**src/rtl/spcs_pkg.sv**
```systemverilog
// Shared constants and types of the serial port control and status block.
// Assumes a 10 MHz APB clock and registers of up to 16 bits (the baud divisor) held in 32-bit words.
`default_nettype none
package spcs_pkg;
  // ==========================================================================
  // Register offsets
  localparam logic [7:0] TXCS_OFFSET = 8'h00;
  localparam logic [7:0] RXCS_OFFSET = 8'h04;
  localparam logic [7:0] DATA_OFFSET = 8'h08;
  localparam logic [7:0] BAUD_OFFSET = 8'h0c;
  localparam logic [7:0] AUX_OFFSET = 8'h10;
  // ==========================================================================
  // Field positions
  localparam int CLK_SRC_BIT = 7;
  localparam int TX9_BIT = 6;
  localparam int TRANSMIT_ENABLE_BIT = 5;
  localparam int SYNC_BIT = 4;
  localparam int BRK_BIT = 3;
  localparam int HBS_BIT = 2;
  localparam int TSRE_BIT = 1;
  localparam int TRANSMIT_NINTH_BIT_BIT = 0;
  localparam int PORT_ENABLE_BIT = 7;
  localparam int RX9_BIT = 6;
  localparam int SINGLE_RECEIVE_ENABLE_BIT = 5;
  localparam int CONTINUOUS_RECEIVE_ENABLE_BIT = 4;
  localparam int ADDEN_BIT = 3;
  localparam int FRAMING_ERROR_FLAG_BIT = 2;
  localparam int OVERRUN_ERROR_FLAG_BIT = 1;
  localparam int RECEIVE_NINTH_BIT_BIT = 0;
  localparam int POL_BIT = 0;
  localparam int THE_BIT = 1;
  localparam int RBF_BIT = 2;
  // ==========================================================================
  // Values after reset
  localparam logic [7:0] TXCS_RESET = 8'h02;
  localparam logic [7:0] RXCS_RESET = 8'h00;
  localparam logic [15:0] BAUD_RESET = 16'h0000;
  // ==========================================================================
  // Counts of baud ticks and frame bits
  localparam logic [6:0] BIT_TICKS_LOW = 7'h40;
  localparam logic [6:0] BIT_TICKS_HIGH = 7'h10;
  localparam logic [1:0] SYNC_HALF_TICKS = 2'h2;
  localparam logic [3:0] BREAK_BITS = 4'hc;
  localparam logic [3:0] ASYNC8_BITS = 4'ha;
  localparam logic [3:0] ASYNC9_BITS = 4'hb;
  localparam logic [3:0] DATA8_BITS = 4'h8;
  localparam logic [3:0] DATA9_BITS = 4'h9;
  // ==========================================================================
  // Types
  typedef struct packed {
    logic o;
    logic oe;
  } spcs_pin_type;
  typedef enum logic [1:0] {
    RX_IDLE = 2'b00,
    RX_START = 2'b01,
    RX_DATA = 2'b10,
    RX_STOP = 2'b11
  } spcs_rx_state_type;
  // Last tick index of one asynchronous bit time.
  function automatic logic [6:0] spcs_bit_last(input logic hbs);
    return hbs ? BIT_TICKS_HIGH - 7'h01 : BIT_TICKS_LOW - 7'h01;
  endfunction
  // Data bits of one character, with the ninth bit when selected.
  function automatic logic [3:0] spcs_data_bits(input logic nine);
    return nine ? DATA9_BITS : DATA8_BITS;
  endfunction
endpackage
`default_nettype wire

```
**src/rtl/spcs_sync.sv**
```systemverilog
// Three-stage pin synchroniser whose output changes once stages two and three agree.
// Assumes the input is asynchronous to pclk.
`default_nettype none
module spcs_sync #(
  parameter logic INIT = 1'b1
) (
  // Clock and reset
  input wire logic pclk,
  input wire logic presetn,
  // Pin and clean level
  input wire logic pin_in,
  output logic level
);
  logic s1_ff;
  logic s2_ff;
  logic s3_ff;
  logic level_ff;
  // ==========================================================================
  // Chain
  always_ff @(posedge pclk or negedge presetn) begin
    if (!presetn) begin
      s1_ff <= INIT;
      s2_ff <= INIT;
      s3_ff <= INIT;
      level_ff <= INIT;
    end else begin
      s1_ff <= pin_in;
      s2_ff <= s1_ff;
      s3_ff <= s2_ff;
      if (s2_ff == s3_ff) begin
        level_ff <= s3_ff;
      end
    end
  end
  assign level = level_ff;
endmodule // spcs_sync
`default_nettype wire

```
**src/rtl/spcs_baud.sv**
```systemverilog
// Baud tick divider: one-cycle pulse every div+1 clocks.
// Assumes clear is raised whenever the divisor is rewritten.
`default_nettype none
module spcs_baud #(
  parameter int unsigned W = 16
) (
  // Clock and reset
  input wire logic pclk,
  input wire logic presetn,
  // Control
  input wire logic clear,
  input wire logic [W-1:0] div,
  // Tick
  output logic tick
);
  logic [W-1:0] cnt_ff;
  logic tick_ff;
  // ==========================================================================
  // Counter
  always_ff @(posedge pclk or negedge presetn) begin
    if (!presetn) begin
      cnt_ff <= '0;
      tick_ff <= 1'b0;
    end else if (clear) begin
      cnt_ff <= '0;
      tick_ff <= 1'b0;
    end else if (cnt_ff >= div) begin
      cnt_ff <= '0;
      tick_ff <= 1'b1;
    end else begin
      cnt_ff <= cnt_ff + 1'b1;
      tick_ff <= 1'b0;
    end
  end
  assign tick = tick_ff;
endmodule // spcs_baud
`default_nettype wire

```
**src/rtl/spcs_top.sv**
```systemverilog
// Transmit and receive control and status logic of a serial port, APB slave.
// Assumes a single 10 MHz pclk; pins are resolved outside from out and enable.
//
// Added by the designer: the register addresses and the APB slave port.
`default_nettype none
module spcs_top #(
  parameter int unsigned DIV_W = 16
) (
  // Clock and reset
  input wire logic pclk,
  input wire logic presetn,
  // APB slave
  input wire logic psel,
  input wire logic penable,
  input wire logic pwrite,
  input wire logic [7:0] paddr,
  input wire logic [31:0] pwdata,
  output logic [31:0] prdata,
  output logic pready,
  output logic pslverr,
  // Serial pins
  input wire logic transmit_clock_pin_in,
  input wire logic receive_data_pin_in,
  output spcs_pkg::spcs_pin_type transmit_clock_pin,
  output spcs_pkg::spcs_pin_type receive_data_pin
);
  import spcs_pkg::*;

  if (DIV_W < 8 || DIV_W > 16) begin : g_chk
    $error("spcs_top: DIV_W must lie between 8 and 16.");
  end

  logic clock_source_select_ff, transmit_nine_bit_select_ff, transmit_enable_ff;
  logic sync_mode_ff, break_request_ff, high_baud_speed_ff, transmit_ninth_bit_ff;
  logic port_enable_ff, receive_nine_bit_select_ff, single_receive_enable_ff;
  logic continuous_receive_enable_ff, address_detect_ff;
  logic framing_error_flag_ff, overrun_error_flag_ff, receive_ninth_bit_ff;
  logic clock_polarity_ff;
  logic [DIV_W-1:0] baud_div_ff;
  logic [7:0] tx_hold_ff, receive_buffer_ff;
  logic tx_hold_full_ff, rx_full_ff;
  logic [12:0] tx_sr_ff;
  logic [3:0] tx_left_ff, rx_left_ff;
  logic [6:0] tx_tick_ff, rx_tick_ff;
  logic brk_sending_ff;
  logic [8:0] rx_sr_ff;
  spcs_rx_state_type rx_state_ff;
  logic sclk_phase_ff, sclk_prev_ff;
  logic [1:0] half_cnt_ff;
  logic [31:0] prdata_ff;
  logic pready_ff, pslverr_ff;
  spcs_pin_type tx_pin_ff, rx_pin_ff;
  logic acc, wr_txcs, wr_rxcs, wr_data, wr_baud, rd_data, tick, din, clk_lvl;
  logic master, tx_busy, rx_want, running, m_step, lead, trail, tx_load, tx_shift;
  logic rx_go, bit_end, half_end, dlv, dlv_framing_error_flag;
  logic [6:0] last;
  logic [8:0] dlv_word;
  logic [7:0] txcs_val, rxcs_val;

  // ==========================================================================
  // Bus decode
  assign acc = psel && penable && pready_ff;
  assign wr_txcs = acc && pwrite && paddr == TXCS_OFFSET;
  assign wr_rxcs = acc && pwrite && paddr == RXCS_OFFSET;
  assign wr_data = acc && pwrite && paddr == DATA_OFFSET;
  assign wr_baud = acc && pwrite && paddr == BAUD_OFFSET;
  assign rd_data = acc && !pwrite && paddr == DATA_OFFSET;

  // ==========================================================================
  // Pin synchronisers and baud ticks
  spcs_sync #(.INIT(1'b1)) u_rx_sync (
    .pclk(pclk), .presetn(presetn), .pin_in(receive_data_pin_in), .level(din)
  );
  spcs_sync #(.INIT(1'b0)) u_ck_sync (
    .pclk(pclk), .presetn(presetn), .pin_in(transmit_clock_pin_in), .level(clk_lvl)
  );
  spcs_baud #(.W(DIV_W)) u_baud (
    .pclk(pclk), .presetn(presetn), .clear(wr_baud || !port_enable_ff),
    .div(baud_div_ff), .tick(tick)
  );

  // ==========================================================================
  // Mode and event terms
  assign master = sync_mode_ff && clock_source_select_ff;
  assign tx_busy = tx_left_ff != 4'h0;
  assign rx_want = continuous_receive_enable_ff || (single_receive_enable_ff && master);
  assign running = port_enable_ff && master && (tx_busy || rx_want);
  assign m_step = running && tick && half_cnt_ff == SYNC_HALF_TICKS - 2'h1;
  // Slave edges come from the clean clock level; idle level is the polarity bit.
  always_comb begin
    if (master) begin
      lead = m_step && !sclk_phase_ff;
      trail = m_step && sclk_phase_ff;
    end else begin
      lead = sync_mode_ff && clk_lvl != sclk_prev_ff && clk_lvl != clock_polarity_ff;
      trail = sync_mode_ff && clk_lvl != sclk_prev_ff && clk_lvl == clock_polarity_ff;
    end
  end
  assign last = spcs_bit_last(high_baud_speed_ff);
  assign bit_end = tick && rx_tick_ff == last;
  assign half_end = tick && rx_tick_ff == {1'b0, last[6:1]};
  // Receiving in sync half duplex keeps the transmitter from starting.
  assign tx_load = port_enable_ff && transmit_enable_ff && tx_hold_full_ff && !tx_busy
                   && !(sync_mode_ff && rx_want);
  assign tx_shift = tx_busy && (sync_mode_ff ? trail
                    : (tick && tx_tick_ff == last));
  assign rx_go = sync_mode_ff && port_enable_ff && rx_want && !tx_busy;

  // ==========================================================================
  // Received character delivery
  always_comb begin
    dlv = 1'b0;
    dlv_framing_error_flag = 1'b0;
    dlv_word = sync_mode_ff ? {din, rx_sr_ff[8:1]} : rx_sr_ff;
    if (sync_mode_ff && rx_go && lead && rx_left_ff == 4'h1) begin
      dlv = 1'b1;
    end
    if (!sync_mode_ff && rx_state_ff == RX_STOP && bit_end) begin
      dlv = 1'b1;
      dlv_framing_error_flag = !din;
    end
  end

  // ==========================================================================
  // Transmit control register
  always_ff @(posedge pclk or negedge presetn) begin
    if (!presetn) begin
      {clock_source_select_ff, transmit_nine_bit_select_ff, transmit_enable_ff,
       sync_mode_ff, break_request_ff, high_baud_speed_ff} <= TXCS_RESET[7:2];
      transmit_ninth_bit_ff <= TXCS_RESET[TRANSMIT_NINTH_BIT_BIT];
    end else if (wr_txcs) begin
      clock_source_select_ff <= pwdata[CLK_SRC_BIT];
      transmit_nine_bit_select_ff <= pwdata[TX9_BIT];
      transmit_enable_ff <= pwdata[TRANSMIT_ENABLE_BIT];
      sync_mode_ff <= pwdata[SYNC_BIT];
      break_request_ff <= pwdata[BRK_BIT];
      high_baud_speed_ff <= pwdata[HBS_BIT];
      transmit_ninth_bit_ff <= pwdata[TRANSMIT_NINTH_BIT_BIT];
    end else if (tx_shift && brk_sending_ff && tx_left_ff == 4'h1) begin
      break_request_ff <= 1'b0;
    end
  end

  // ==========================================================================
  // Receive control register
  always_ff @(posedge pclk or negedge presetn) begin
    if (!presetn) begin
      {port_enable_ff, receive_nine_bit_select_ff, single_receive_enable_ff,
       continuous_receive_enable_ff, address_detect_ff} <= RXCS_RESET[7:3];
    end else if (wr_rxcs) begin
      port_enable_ff <= pwdata[PORT_ENABLE_BIT];
      receive_nine_bit_select_ff <= pwdata[RX9_BIT];
      single_receive_enable_ff <= pwdata[SINGLE_RECEIVE_ENABLE_BIT];
      continuous_receive_enable_ff <= pwdata[CONTINUOUS_RECEIVE_ENABLE_BIT];
      address_detect_ff <= pwdata[ADDEN_BIT];
    end else if (dlv && sync_mode_ff && !continuous_receive_enable_ff) begin
      single_receive_enable_ff <= 1'b0;
    end
  end

  // ==========================================================================
  // Baud divisor, polarity and transmit holding word
  always_ff @(posedge pclk or negedge presetn) begin
    if (!presetn) begin
      baud_div_ff <= BAUD_RESET[DIV_W-1:0];
      clock_polarity_ff <= 1'b0;
    end else begin
      if (wr_baud) baud_div_ff <= pwdata[DIV_W-1:0];
      if (acc && pwrite && paddr == AUX_OFFSET) clock_polarity_ff <= pwdata[POL_BIT];
    end
  end
  // A write while the holding word is still pending replaces it.
  always_ff @(posedge pclk or negedge presetn) begin
    if (!presetn) begin
      tx_hold_ff <= 8'h00;
      tx_hold_full_ff <= 1'b0;
    end else if (wr_data) begin
      tx_hold_ff <= pwdata[7:0];
      tx_hold_full_ff <= 1'b1;
    end else if (tx_load || !port_enable_ff) begin
      tx_hold_full_ff <= 1'b0;
    end
  end

  // ==========================================================================
  // Transmit shift register
  always_ff @(posedge pclk or negedge presetn) begin
    if (!presetn) begin
      tx_sr_ff <= 13'h1fff;
      tx_left_ff <= 4'h0;
      tx_tick_ff <= 7'h00;
      brk_sending_ff <= 1'b0;
    end else if (!port_enable_ff) begin
      tx_sr_ff <= 13'h1fff;
      tx_left_ff <= 4'h0;
      tx_tick_ff <= 7'h00;
      brk_sending_ff <= 1'b0;
    end else if (tx_load) begin
      tx_tick_ff <= 7'h00;
      brk_sending_ff <= !sync_mode_ff && break_request_ff;
      if (sync_mode_ff) begin
        tx_sr_ff <= {4'hf, transmit_ninth_bit_ff, tx_hold_ff};
        tx_left_ff <= spcs_data_bits(transmit_nine_bit_select_ff);
      end else if (break_request_ff) begin
        tx_sr_ff <= 13'h1000;
        tx_left_ff <= BREAK_BITS + 4'h1;
      end else begin
        tx_sr_ff <= {3'b111, transmit_nine_bit_select_ff ? transmit_ninth_bit_ff : 1'b1,
                     tx_hold_ff, 1'b0};
        tx_left_ff <= transmit_nine_bit_select_ff ? ASYNC9_BITS : ASYNC8_BITS;
      end
    end else if (tx_shift) begin
      tx_sr_ff <= {1'b1, tx_sr_ff[12:1]};
      tx_left_ff <= tx_left_ff - 4'h1;
      tx_tick_ff <= 7'h00;
    end else if (tx_busy && !sync_mode_ff && tick) begin
      tx_tick_ff <= tx_tick_ff + 7'h01;
    end
  end

  // ==========================================================================
  // Synchronous clock generation and slave edge tracking
  always_ff @(posedge pclk or negedge presetn) begin
    if (!presetn) begin
      sclk_phase_ff <= 1'b0;
      half_cnt_ff <= 2'h0;
      sclk_prev_ff <= 1'b0;
    end else begin
      sclk_prev_ff <= clk_lvl;
      if (!running) begin
        sclk_phase_ff <= 1'b0;
        half_cnt_ff <= 2'h0;
      end else if (m_step) begin
        sclk_phase_ff <= !sclk_phase_ff;
        half_cnt_ff <= 2'h0;
      end else if (tick) begin
        half_cnt_ff <= half_cnt_ff + 2'h1;
      end
    end
  end

  // ==========================================================================
  // Receive shifter and asynchronous receive sequence
  always_ff @(posedge pclk or negedge presetn) begin
    if (!presetn) begin
      rx_state_ff <= RX_IDLE;
      rx_sr_ff <= 9'h000;
      rx_left_ff <= 4'h0;
      rx_tick_ff <= 7'h00;
    end else if (!port_enable_ff) begin
      rx_state_ff <= RX_IDLE;
      rx_left_ff <= 4'h0;
      rx_tick_ff <= 7'h00;
    end else if (sync_mode_ff) begin
      rx_state_ff <= RX_IDLE;
      if (!rx_go) begin
        rx_left_ff <= 4'h0;
      end else if (rx_left_ff == 4'h0) begin
        rx_left_ff <= spcs_data_bits(receive_nine_bit_select_ff);
      end else if (lead) begin
        rx_sr_ff <= {din, rx_sr_ff[8:1]};
        rx_left_ff <= rx_left_ff - 4'h1;
      end
    end else if (!continuous_receive_enable_ff) begin
      rx_state_ff <= RX_IDLE;
      rx_tick_ff <= 7'h00;
    end else begin
      case (rx_state_ff)
        RX_IDLE: begin
          rx_tick_ff <= 7'h00;
          if (!din) rx_state_ff <= RX_START;
        end
        RX_START: begin
          if (half_end) begin
            rx_tick_ff <= 7'h00;
            rx_left_ff <= spcs_data_bits(receive_nine_bit_select_ff);
            rx_state_ff <= din ? RX_IDLE : RX_DATA;
          end else if (tick) begin
            rx_tick_ff <= rx_tick_ff + 7'h01;
          end
        end
        RX_DATA: begin
          if (bit_end) begin
            rx_tick_ff <= 7'h00;
            rx_sr_ff <= {din, rx_sr_ff[8:1]};
            rx_left_ff <= rx_left_ff - 4'h1;
            if (rx_left_ff == 4'h1) rx_state_ff <= RX_STOP;
          end else if (tick) begin
            rx_tick_ff <= rx_tick_ff + 7'h01;
          end
        end
        RX_STOP: begin
          if (bit_end) begin
            rx_tick_ff <= 7'h00;
            rx_state_ff <= RX_IDLE;
          end else if (tick) begin
            rx_tick_ff <= rx_tick_ff + 7'h01;
          end
        end
        default: rx_state_ff <= RX_IDLE;
      endcase
    end
  end

  // ==========================================================================
  // Receive buffer and error flags
  // An overrun drops the new character; reception resumes once the flag clears.
  always_ff @(posedge pclk or negedge presetn) begin
    if (!presetn) begin
      receive_buffer_ff <= 8'h00;
      receive_ninth_bit_ff <= 1'b0;
      framing_error_flag_ff <= 1'b0;
      overrun_error_flag_ff <= 1'b0;
      rx_full_ff <= 1'b0;
    end else if (!port_enable_ff) begin
      framing_error_flag_ff <= 1'b0;
      overrun_error_flag_ff <= 1'b0;
      rx_full_ff <= 1'b0;
    end else begin
      if (dlv && (rx_full_ff || overrun_error_flag_ff)) begin
        overrun_error_flag_ff <= 1'b1;
      end else if (wr_rxcs && !pwdata[CONTINUOUS_RECEIVE_ENABLE_BIT]) begin
        overrun_error_flag_ff <= 1'b0;
      end
      if (dlv && !rx_full_ff && !overrun_error_flag_ff) begin
        receive_buffer_ff <= receive_nine_bit_select_ff ? dlv_word[7:0] : dlv_word[8:1];
        receive_ninth_bit_ff <= receive_nine_bit_select_ff && dlv_word[8];
        framing_error_flag_ff <= dlv_framing_error_flag;
        rx_full_ff <= 1'b1;
      end else if (rd_data) begin
        rx_full_ff <= 1'b0;
      end
    end
  end

  // ==========================================================================
  // Pin drivers
  always_ff @(posedge pclk or negedge presetn) begin
    if (!presetn) begin
      tx_pin_ff <= '{o: 1'b1, oe: 1'b0};
      rx_pin_ff <= '{o: 1'b1, oe: 1'b0};
    end else if (!port_enable_ff) begin
      tx_pin_ff <= '{o: 1'b1, oe: 1'b0};
      rx_pin_ff <= '{o: 1'b1, oe: 1'b0};
    end else if (!sync_mode_ff) begin
      tx_pin_ff <= '{o: tx_busy ? tx_sr_ff[0] : 1'b1, oe: 1'b1};
      rx_pin_ff <= '{o: 1'b1, oe: 1'b0};
    end else begin
      tx_pin_ff <= '{o: sclk_phase_ff ^ clock_polarity_ff, oe: master};
      rx_pin_ff <= '{o: tx_busy ? tx_sr_ff[0] : 1'b1, oe: tx_busy};
    end
  end

  // ==========================================================================
  // APB read data, captured in the setup cycle
  assign txcs_val = {clock_source_select_ff, transmit_nine_bit_select_ff, transmit_enable_ff,
                     sync_mode_ff, break_request_ff, high_baud_speed_ff, !tx_busy,
                     transmit_ninth_bit_ff};
  assign rxcs_val = {port_enable_ff, receive_nine_bit_select_ff, single_receive_enable_ff,
                     continuous_receive_enable_ff, address_detect_ff, framing_error_flag_ff,
                     overrun_error_flag_ff, receive_ninth_bit_ff};
  always_ff @(posedge pclk or negedge presetn) begin
    if (!presetn) begin
      prdata_ff <= 32'h00000000;
      pslverr_ff <= 1'b0;
      pready_ff <= 1'b0;
    end else begin
      pready_ff <= 1'b1;
      if (psel && !penable) begin
        pslverr_ff <= 1'b0;
        prdata_ff <= 32'h00000000;
        case (paddr)
          TXCS_OFFSET: prdata_ff[7:0] <= txcs_val;
          RXCS_OFFSET: prdata_ff[7:0] <= rxcs_val;
          DATA_OFFSET: prdata_ff[7:0] <= receive_buffer_ff;
          BAUD_OFFSET: prdata_ff[DIV_W-1:0] <= baud_div_ff;
          AUX_OFFSET: prdata_ff[2:0] <= {rx_full_ff, !tx_hold_full_ff, clock_polarity_ff};
          default: pslverr_ff <= 1'b1;
        endcase
      end
    end
  end
  assign prdata = prdata_ff;
  assign pready = pready_ff;
  assign pslverr = pslverr_ff;
  assign transmit_clock_pin = tx_pin_ff;
  assign receive_data_pin = rx_pin_ff;
endmodule // spcs_top
`default_nettype wire

```
**config.mk**
```make
export PLATFORM = sky130hd
export DESIGN_NAME = spcs_top
export DESIGN_NICKNAME = d
export VERILOG_FILES = /design/src/rtl/spcs_pkg.sv /design/src/rtl/spcs_sync.sv /design/src/rtl/spcs_baud.sv /design/src/rtl/spcs_top.sv
export SDC_FILE = /design/constraint.sdc
export NUM_CORES = 1
export LEC_CHECK = 0
export BUFFER_PORTS_ARGS = -buffer_cell sky130_fd_sc_hd__buf_2
export CELL_PAD_IN_SITES_DETAIL_PLACEMENT = 1
export CELL_PAD_IN_SITES_GLOBAL_PLACEMENT = 1
export CORE_UTILIZATION = 50
export DETAILED_ROUTE_END_ITERATION = 7
export GPL_TIMING_DRIVEN = 0
export PLACE_DENSITY = 0.86
export SETUP_SLACK_MARGIN = 0.05
export SLEW_MARGIN = 40
export SYNTH_ARGS = -nofsm -noshare
export SYNTH_HDL_FRONTEND = slang
export SYNTH_SLANG_ARGS = --single-unit
export TNS_END_PERCENT = 1
```
**constraint.sdc**
```tcl
create_clock -name pclk -period 5.1 [get_ports pclk]
set_input_delay 0.255 -clock pclk [delete_from_list [all_inputs] [get_ports pclk]]
set_output_delay 0.255 -clock pclk [all_outputs]
set_load 0.005 [all_outputs]
```
-- Word level (Yosys, flattened, before mapping)
Index checks and enable logic that the tools add are counted.
- bits in registers: 148
- output and inout bits: 38
- logic and storage cells: 276
- bits of input ports: 47
- reduce and logical (&&, ||, !) cells: 85
- $add $sub $neg: 6
- equal/unequal tests: 40
- order comparisons: 1
- mux-type cells: 94
- bitwise logic cells: 1
- operators with widths (cell ; number):
    $mux 9 ; 8
    $mux 7 ; 10
    $logic_and 1x1->1 ; 51
    $mux 4 ; 11
    $mux 13 ; 3
    $mux 1 ; 32
    $mux 16 ; 2
    $mux 2 ; 16
    $ne 5x5->1 const B ; 5
    $mux 12 ; 2
    $pmux 7 s3 ; 1
    $pmux 5 s4 ; 1
    $add 16x1->16 const B ; 1
    $eq 8x4->1 const B ; 2
    $ge 16x16->1 ; 1
    $mux 8 ; 2
    $pmux 3 s5 ; 1
    $add 7x1->7 const B ; 2
    $eq 7x6->1 ; 2
    $logic_not 1->1 ; 13
    $ne 3x1->1 const B ; 4
    $reduce_bool 2->1 ; 6
    $ne 2x1->1 const B ; 5
    $reduce_and 5->1 ; 2
    30 further kinds ; 44

-- Logic depth before layout (Yosys ltp)
- word-level depth: 17
- depth in mapped cells: 10
- mapped depth without buffers: 8

-- Modules after synthesis
From an unflattened synthesis, not the netlist that was laid out.
- cells, all modules: 742
- area, all modules: 7937.6 µm²
- by module, submodules not included (module ; times used ; area each (µm²) ; seq. area each (µm²) ; cells each):
    spcs_top ; 1 ; 6530.0 ; 3070.4 ; 603
    spcs_baud ; 1 ; 1179.9 ; 425.4 ; 129
    spcs_sync (u_rx_sync) ; 1 ; 116.4 ; 105.1 ; 5
    spcs_sync (u_ck_sync) ; 1 ; 111.4 ; 100.1 ; 5

-- Worst setup path after synthesis
OpenSTA, ideal clock, no wires.
- kind: flip-flop to flip-flop
- start point: register tx_left_ff[0]
- end point: register receive_buffer_ff[5]
- arrival time: 2356 ps
- buffers on the path: 1
- cell stages (with the launch flop): 9
- clock period less this slack: 2481 ps
- required time: 4975 ps
- setup time: 125 ps
- slack: 2619 ps
- path through: dfrtp_1 > inv_1 > ha_1 > or3b_2 > o2111ai_1 > a211oi_1 > o211ai_1 > buf_2 > mux2_2
- word-level cells in the longest chain between the ends: 14
- elaborated cells on any way between the ends: 17
- those cells by class: mux (3); reduce/logical (14)
- ends and longest elaborated chain (item ; RTL line ; source):
    start, declared ; spcs_top.sv:43 ; logic [3:0] tx_left_ff, rx_left_ff;
    start signal, assigned ; spcs_top.sv:203 ; tx_left_ff <= spcs_data_bits(transmit_nine_bit_select_ff);
    start signal, assigned ; spcs_top.sv:206 ; tx_left_ff <= BREAK_BITS + 4'h1;
    start signal, assigned ; spcs_top.sv:210 ; tx_left_ff <= transmit_nine_bit_select_ff ? ASYNC9_BITS : ASYNC8_BITS;
    $reduce_bool 4->1 * ; spcs_top.sv:85 ; assign tx_busy = tx_left_ff != 4'h0;
    $logic_or 1x1->1 ; spcs_top.sv:87 ; assign running = port_enable_ff && master && (tx_busy || rx_want);
    $logic_and 1x1->1 ; spcs_top.sv:87 ;
    $logic_and 1x1->1 (2 in series) ; spcs_top.sv:88 ; assign m_step = running && tick && half_cnt_ff == SYNC_HALF_TICKS - 2'h1;
    $logic_and 1x1->1 ; spcs_top.sv:92 ; lead = m_step && !sclk_phase_ff;
    $mux 1 ; spcs_top.sv:91 ; if (master) begin
    $logic_and 1x1->1 * (2 in series) ; spcs_top.sv:115 ; if (sync_mode_ff && rx_go && lead && rx_left_ff == 4'h1) begin
    $mux 1 * ; spcs_top.sv:115 ;
    $mux 1 * ; spcs_top.sv:118 ; if (!sync_mode_ff && rx_state_ff == RX_STOP && bit_end) begin
    $logic_and 1x1->1 * (2 in series) ; spcs_top.sv:325 ; if (dlv && !rx_full_ff && !overrun_error_flag_ff) begin
    $reduce_and 2->1 (no line) * ; - ;
    end signal, assigned ; spcs_top.sv:326 ; receive_buffer_ff <= receive_nine_bit_select_ff ? dlv_word[7:0] : dlv_word[8:1];
    end, declared ; spcs_top.sv:40 ; logic [7:0] tx_hold_ff, receive_buffer_ff;
Mark *: on every way between the ends. The rest lies on a longest branch, timed or not.
A chain may end at the register's enable or synchronous reset.

-- Worst setup path after layout
- start point: register tx_left_ff[0]
- end point: register rx_sr_ff[3]
- word-level cells in the longest chain between the ends: 9
- elaborated cells on any way between the ends: 12
- those cells by class: eq/ne (2); mux (1); reduce/logical (9)
- ends and longest elaborated chain (item ; RTL line ; source):
    $reduce_bool 4->1 * ; spcs_top.sv:85 ;
    $logic_or 1x1->1 ; spcs_top.sv:87 ;
    $logic_and 1x1->1 ; spcs_top.sv:87 ;
    $logic_and 1x1->1 (2 in series) ; spcs_top.sv:88 ;
    $logic_and 1x1->1 ; spcs_top.sv:92 ;
    $mux 1 ; spcs_top.sv:91 ;
    $ne 2x1->1 (no line) ; - ;
    $reduce_and 7->1 (no line) * ; - ;
    end signal, assigned ; spcs_top.sv:261 ; rx_sr_ff <= {din, rx_sr_ff[8:1]};
    end signal, assigned ; spcs_top.sv:285 ; rx_sr_ff <= {din, rx_sr_ff[8:1]};
    end, declared ; spcs_top.sv:46 ; logic [8:0] rx_sr_ff;
Marks and branches as above.

==> results.sh <==
export IMPL_cp_arrival_ns=3.41
export IMPL_critPathKind="flop to flop"
export IMPL_drt_total_wl_um=23400
export IMPL_intPower_mw=2.44
export IMPL_antenna_found_initial=0
export IMPL_drt_vias_per_instance=6.07
export IMPL_synth_area_leaders="dfrtp_1, dfstp_2, ha_1"
export IMPL_cts_root_buf="clkbuf_16"
export IMPL_status="finished with violations"
export IMPL_syn_to_final_growth_pct=17.1
export IMPL_cts_tree="done"
export IMPL_max_freq_mhz=323
export IMPL_clkLatencyLatePin_ns=0.44
export IMPL_track_usage_pct=32.2
export IMPL_routabilityCongestion=0.867
export IMPL_grt_max_degree=61
export IMPL_violations="design-rule violations"
export IMPL_power_frac_clock_pct=40.8
export IMPL_synth_compound_area_share_pct=13.8
export IMPL_avgRoutedWirePerCell_um=22.6
export IMPL_p_comb_share_pct=17.4
export IMPL_coreArea_mm2=0.0147
export IMPL_ys_seq_area_share_pct=48.8
export IMPL_fin_worst_skew_ns=0.0101
export IMPL_clk_pin_slew_ns=0.06
export IMPL_seq_power_share_pct=41.8
export IMPL_rsz0062_at_grt="no"
export IMPL_end_kind="flop"
export IMPL_yosysWarnings=0
export IMPL_worstRegToRegCells=8
export IMPL_fin_cells=1038
export IMPL_synthArstFlopShare_pct=100
export IMPL_setup_tns_final_ns=0
export IMPL_via_count=6303
export IMPL_start_util_pct=51.6
export IMPL_slew_limit_headroom_pct=49.0
export IMPL_synthXorXnorAreaFrac_pct=3.12
export IMPL_tightestPinTransition_ns=0.765
export IMPL_irDropWorstVdd_mv=0.290
export IMPL_min_period_over_period_pct=60.7
export IMPL_rr_endpoint="rx_sr_ff[3]"
export IMPL_die_area_mm2=0.0157
export IMPL_first_global_vias=6907
export IMPL_min_path_type="input port to flop"
export IMPL_dp_cells=1003
export IMPL_hold_viol=0
export IMPL_diodes=0
export IMPL_post_dp_hpwl_um=16000
export IMPL_min_period_ns=3.10
export IMPL_holdCritStartpoint="pwdata[10]"
export IMPL_cts_buffers=17
export IMPL_hold_path_depth=3
export IMPL_rows=44
export IMPL_yosysUniqueCellTypes=68
export IMPL_crit_required_ns=5.41
export IMPL_ys_seq_elements=147
export IMPL_p_per_area_mw_per_mm2=385
export IMPL_crit_fanout=9
export IMPL_drc=2
export IMPL_synth_cells=750
export IMPL_cts_setup_buffers=0
export IMPL_synth_area_mm2=0.00759
export IMPL_synth_top_family_by_area="simple AND/OR/NAND/NOR gates"
export IMPL_muxShareOfSynthArea_pct=6.44
export IMPL_drv_cap=0
export IMPL_avgSynthCellArea_um2=10.1
export IMPL_setup_viol=0
export IMPL_layout_drive_gt1_share_pct=20.0
export IMPL_synth_top_flop_cell="dfrtp_1"
export IMPL_drv_slew=0
export IMPL_fill_cells=1648
export IMPL_synth_adder_area_share_pct=5.21
export IMPL_synth_simple_gate_area_share_pct=17.4
export IMPL_reg2reg_from="tx_left_ff[0]"
export IMPL_cts_resized_gates=0
export IMPL_cellLeakagePower_nw=4.18
export IMPL_synth_top_area_share_pct=42.5
export IMPL_setup_worst_path_start_class="flop"
export IMPL_mostFrequentLayoutCell="dfrtp_1"
export IMPL_p_sw_share_pct=28.7
export IMPL_r2r_slack_ns=2.00
export IMPL_cts_max_path_buffers=2
export IMPL_port_buffer_count=52
export IMPL_ios=85
export IMPL_cts_sinks=147
export IMPL_first_iter_violations=517
export IMPL_whs_ns=0.0388
export IMPL_fin_nets=918
export IMPL_die_w_um=125
export IMPL_grt_pass1_wl_um=38500
export IMPL_die_h_um=125
export IMPL_cts_max_level=4
export IMPL_drt_first_pass_iters=8
export IMPL_p_switching_uw=981
export IMPL_synth_edff_count=0
export IMPL_postRouteAntennaNets=0
export IMPL_holdBufCountCts=3
export IMPL_layout_common_cells="dfrtp_1, nand2_1, buf_2, o21ai_0, nor2_1"
export IMPL_grt_ovfl_total=0
export IMPL_yosysTopAreaCell="dfrtp_1"
export IMPL_whs_endpoint="baud_div_ff[10]"
-- cell type report --
class | count | area, um2 | share of cell area, %
clock buffer | 19 | 443 | 4.98
multi-input combinational | 535 | 3560 | 40.0
buffer | 45 | 250 | 2.82
inverter | 38 | 143 | 1.60
sequential | 147 | 3700 | 41.6
tap | 184 | 230 | 2.59
clock inverter | 13 | 206 | 2.32
timing repair buffer | 57 | 355 | 4.00
-- power groups by stage --
| stage | combinational, mW | sequential, mW | clock (mW) |
|---|---|---|---|
| floorplan | 0.390 | 1.40 | 0 |
| global placement | 0.513 | 1.43 | 0 |
| detailed placement | 0.567 | 1.44 | 0 |
| CTS | 0.591 | 1.43 | 1.40 |
| global route | 0.669 | 1.44 | 1.45 |
| finish | 0.595 | 1.43 | 1.39 |
-- how the worst max path moves through the flow --
| stage | start | endpoint | slack [ns] | cells after the start |
|---|---|---|---|---|
| 2_1_floorplan | tx_left_ff[0] | receive_buffer_ff[5] | 2.62 | 8 |
| 3_3_place_gp | presetn | u_baud.cnt_ff[9] | 1.71 | 1 |
| 3_5_place_dp | tx_left_ff[0] | receive_buffer_ff[6] | 2.15 | 8 |
| 4_1_cts | tx_left_ff[0] | rx_sr_ff[3] | 2.03 | 8 |
| 5_1_grt | tx_left_ff[0] | rx_sr_ff[3] | 1.79 | 8 |
| 6_report | tx_left_ff[0] | rx_sr_ff[3] | 2.00 | 8 |
-- synthesized netlist by cell type (3+ instances only) --
master	n
and2_1	6
and3b_1	4
nor3_1	24
a211oi_1	14
a21oi_1	22
o21a_1	4
a31oi_1	8
clkbuf_1	21
o211ai_1	10
a221oi_1	11
nand4_1	8
ha_1	30
a222oi_1	8
nor3b_1	6
xnor2_1	19
mux2i_1	14
nor2_1	47
a21o_1	8
buf_4	18
and3_1	3
nand2b_1	6
and4_1	3
buf_2	5
inv_1	37
nor2b_1	16
dfrtp_1	129
o31ai_1	4
dfstp_2	18
o21ai_0	50
or3_1	5
mux2_2	31
nand2_1	86
or4_1	4
xor2_1	8
nand3_1	22
-- flip-flops by register name (all words and copies together), names as in the netlist, 4 cells and up --
signal and cells:
baud_div_ff 16, prdata 16, u_baud.cnt_ff 16, tx_sr_ff 12, rx_sr_ff 9, receive_buffer_ff 8, tx_hold_ff 8, rx_tick_ff 7
tx_tick_ff 7, rx_left_ff 4, tx_left_ff 4
-- metal layers --
metal,vias to the layer above,routed length [um],track usage [%]
met5,-,0,0
met1,3185,9690,38.7
met3,68,1160,6.76
met2,227,11600,55.2
li1,2823,-,-
met4,0,919,15.3
-- kinds of logic (layout without fill, tap and decap cells) --
group / Yosys count / in the layout
AO/OA/AOI/OAI: 157 / 157
XOR/XNOR: 27 / 27
adder cells (fa/ha/maj): 32 / 32
buffers and inverters: 83 / 172
flip-flops: 147 / 147
multiplexers: 45 / 45
other: 2 / 17
AND/OR/NAND/NOR: 257 / 257
-- worst max-delay path: stages (launching register included) --
cell and delay [ns]:
dfrtp_1 0.40, inv_1 0.14, ha_1 0.19, nor3b_2 0.45, nand3_1 0.30, a21oi_1 0.47, a21oi_1 0.22, nor3_4 0.41
mux2_2 0.40
-- through the flow --
step / area (um2) / total power, mW / setup WS (ns) / utilization [%]
after floorplan: 7650 / 1.79 / 2.62 / -
after global placement: 8140 / 1.94 / 1.71 / 55.4
after detailed placement: 8200 / 2.01 / 2.15 / 55.8
after CTS: 8880 / 3.42 / 2.03 / 60.4
after global routing: 8890 / 3.56 / 1.79 / 60.5
final: 8890 / 3.42 / 2.00 / 60.5
Power figures use the tool's default switching activity.
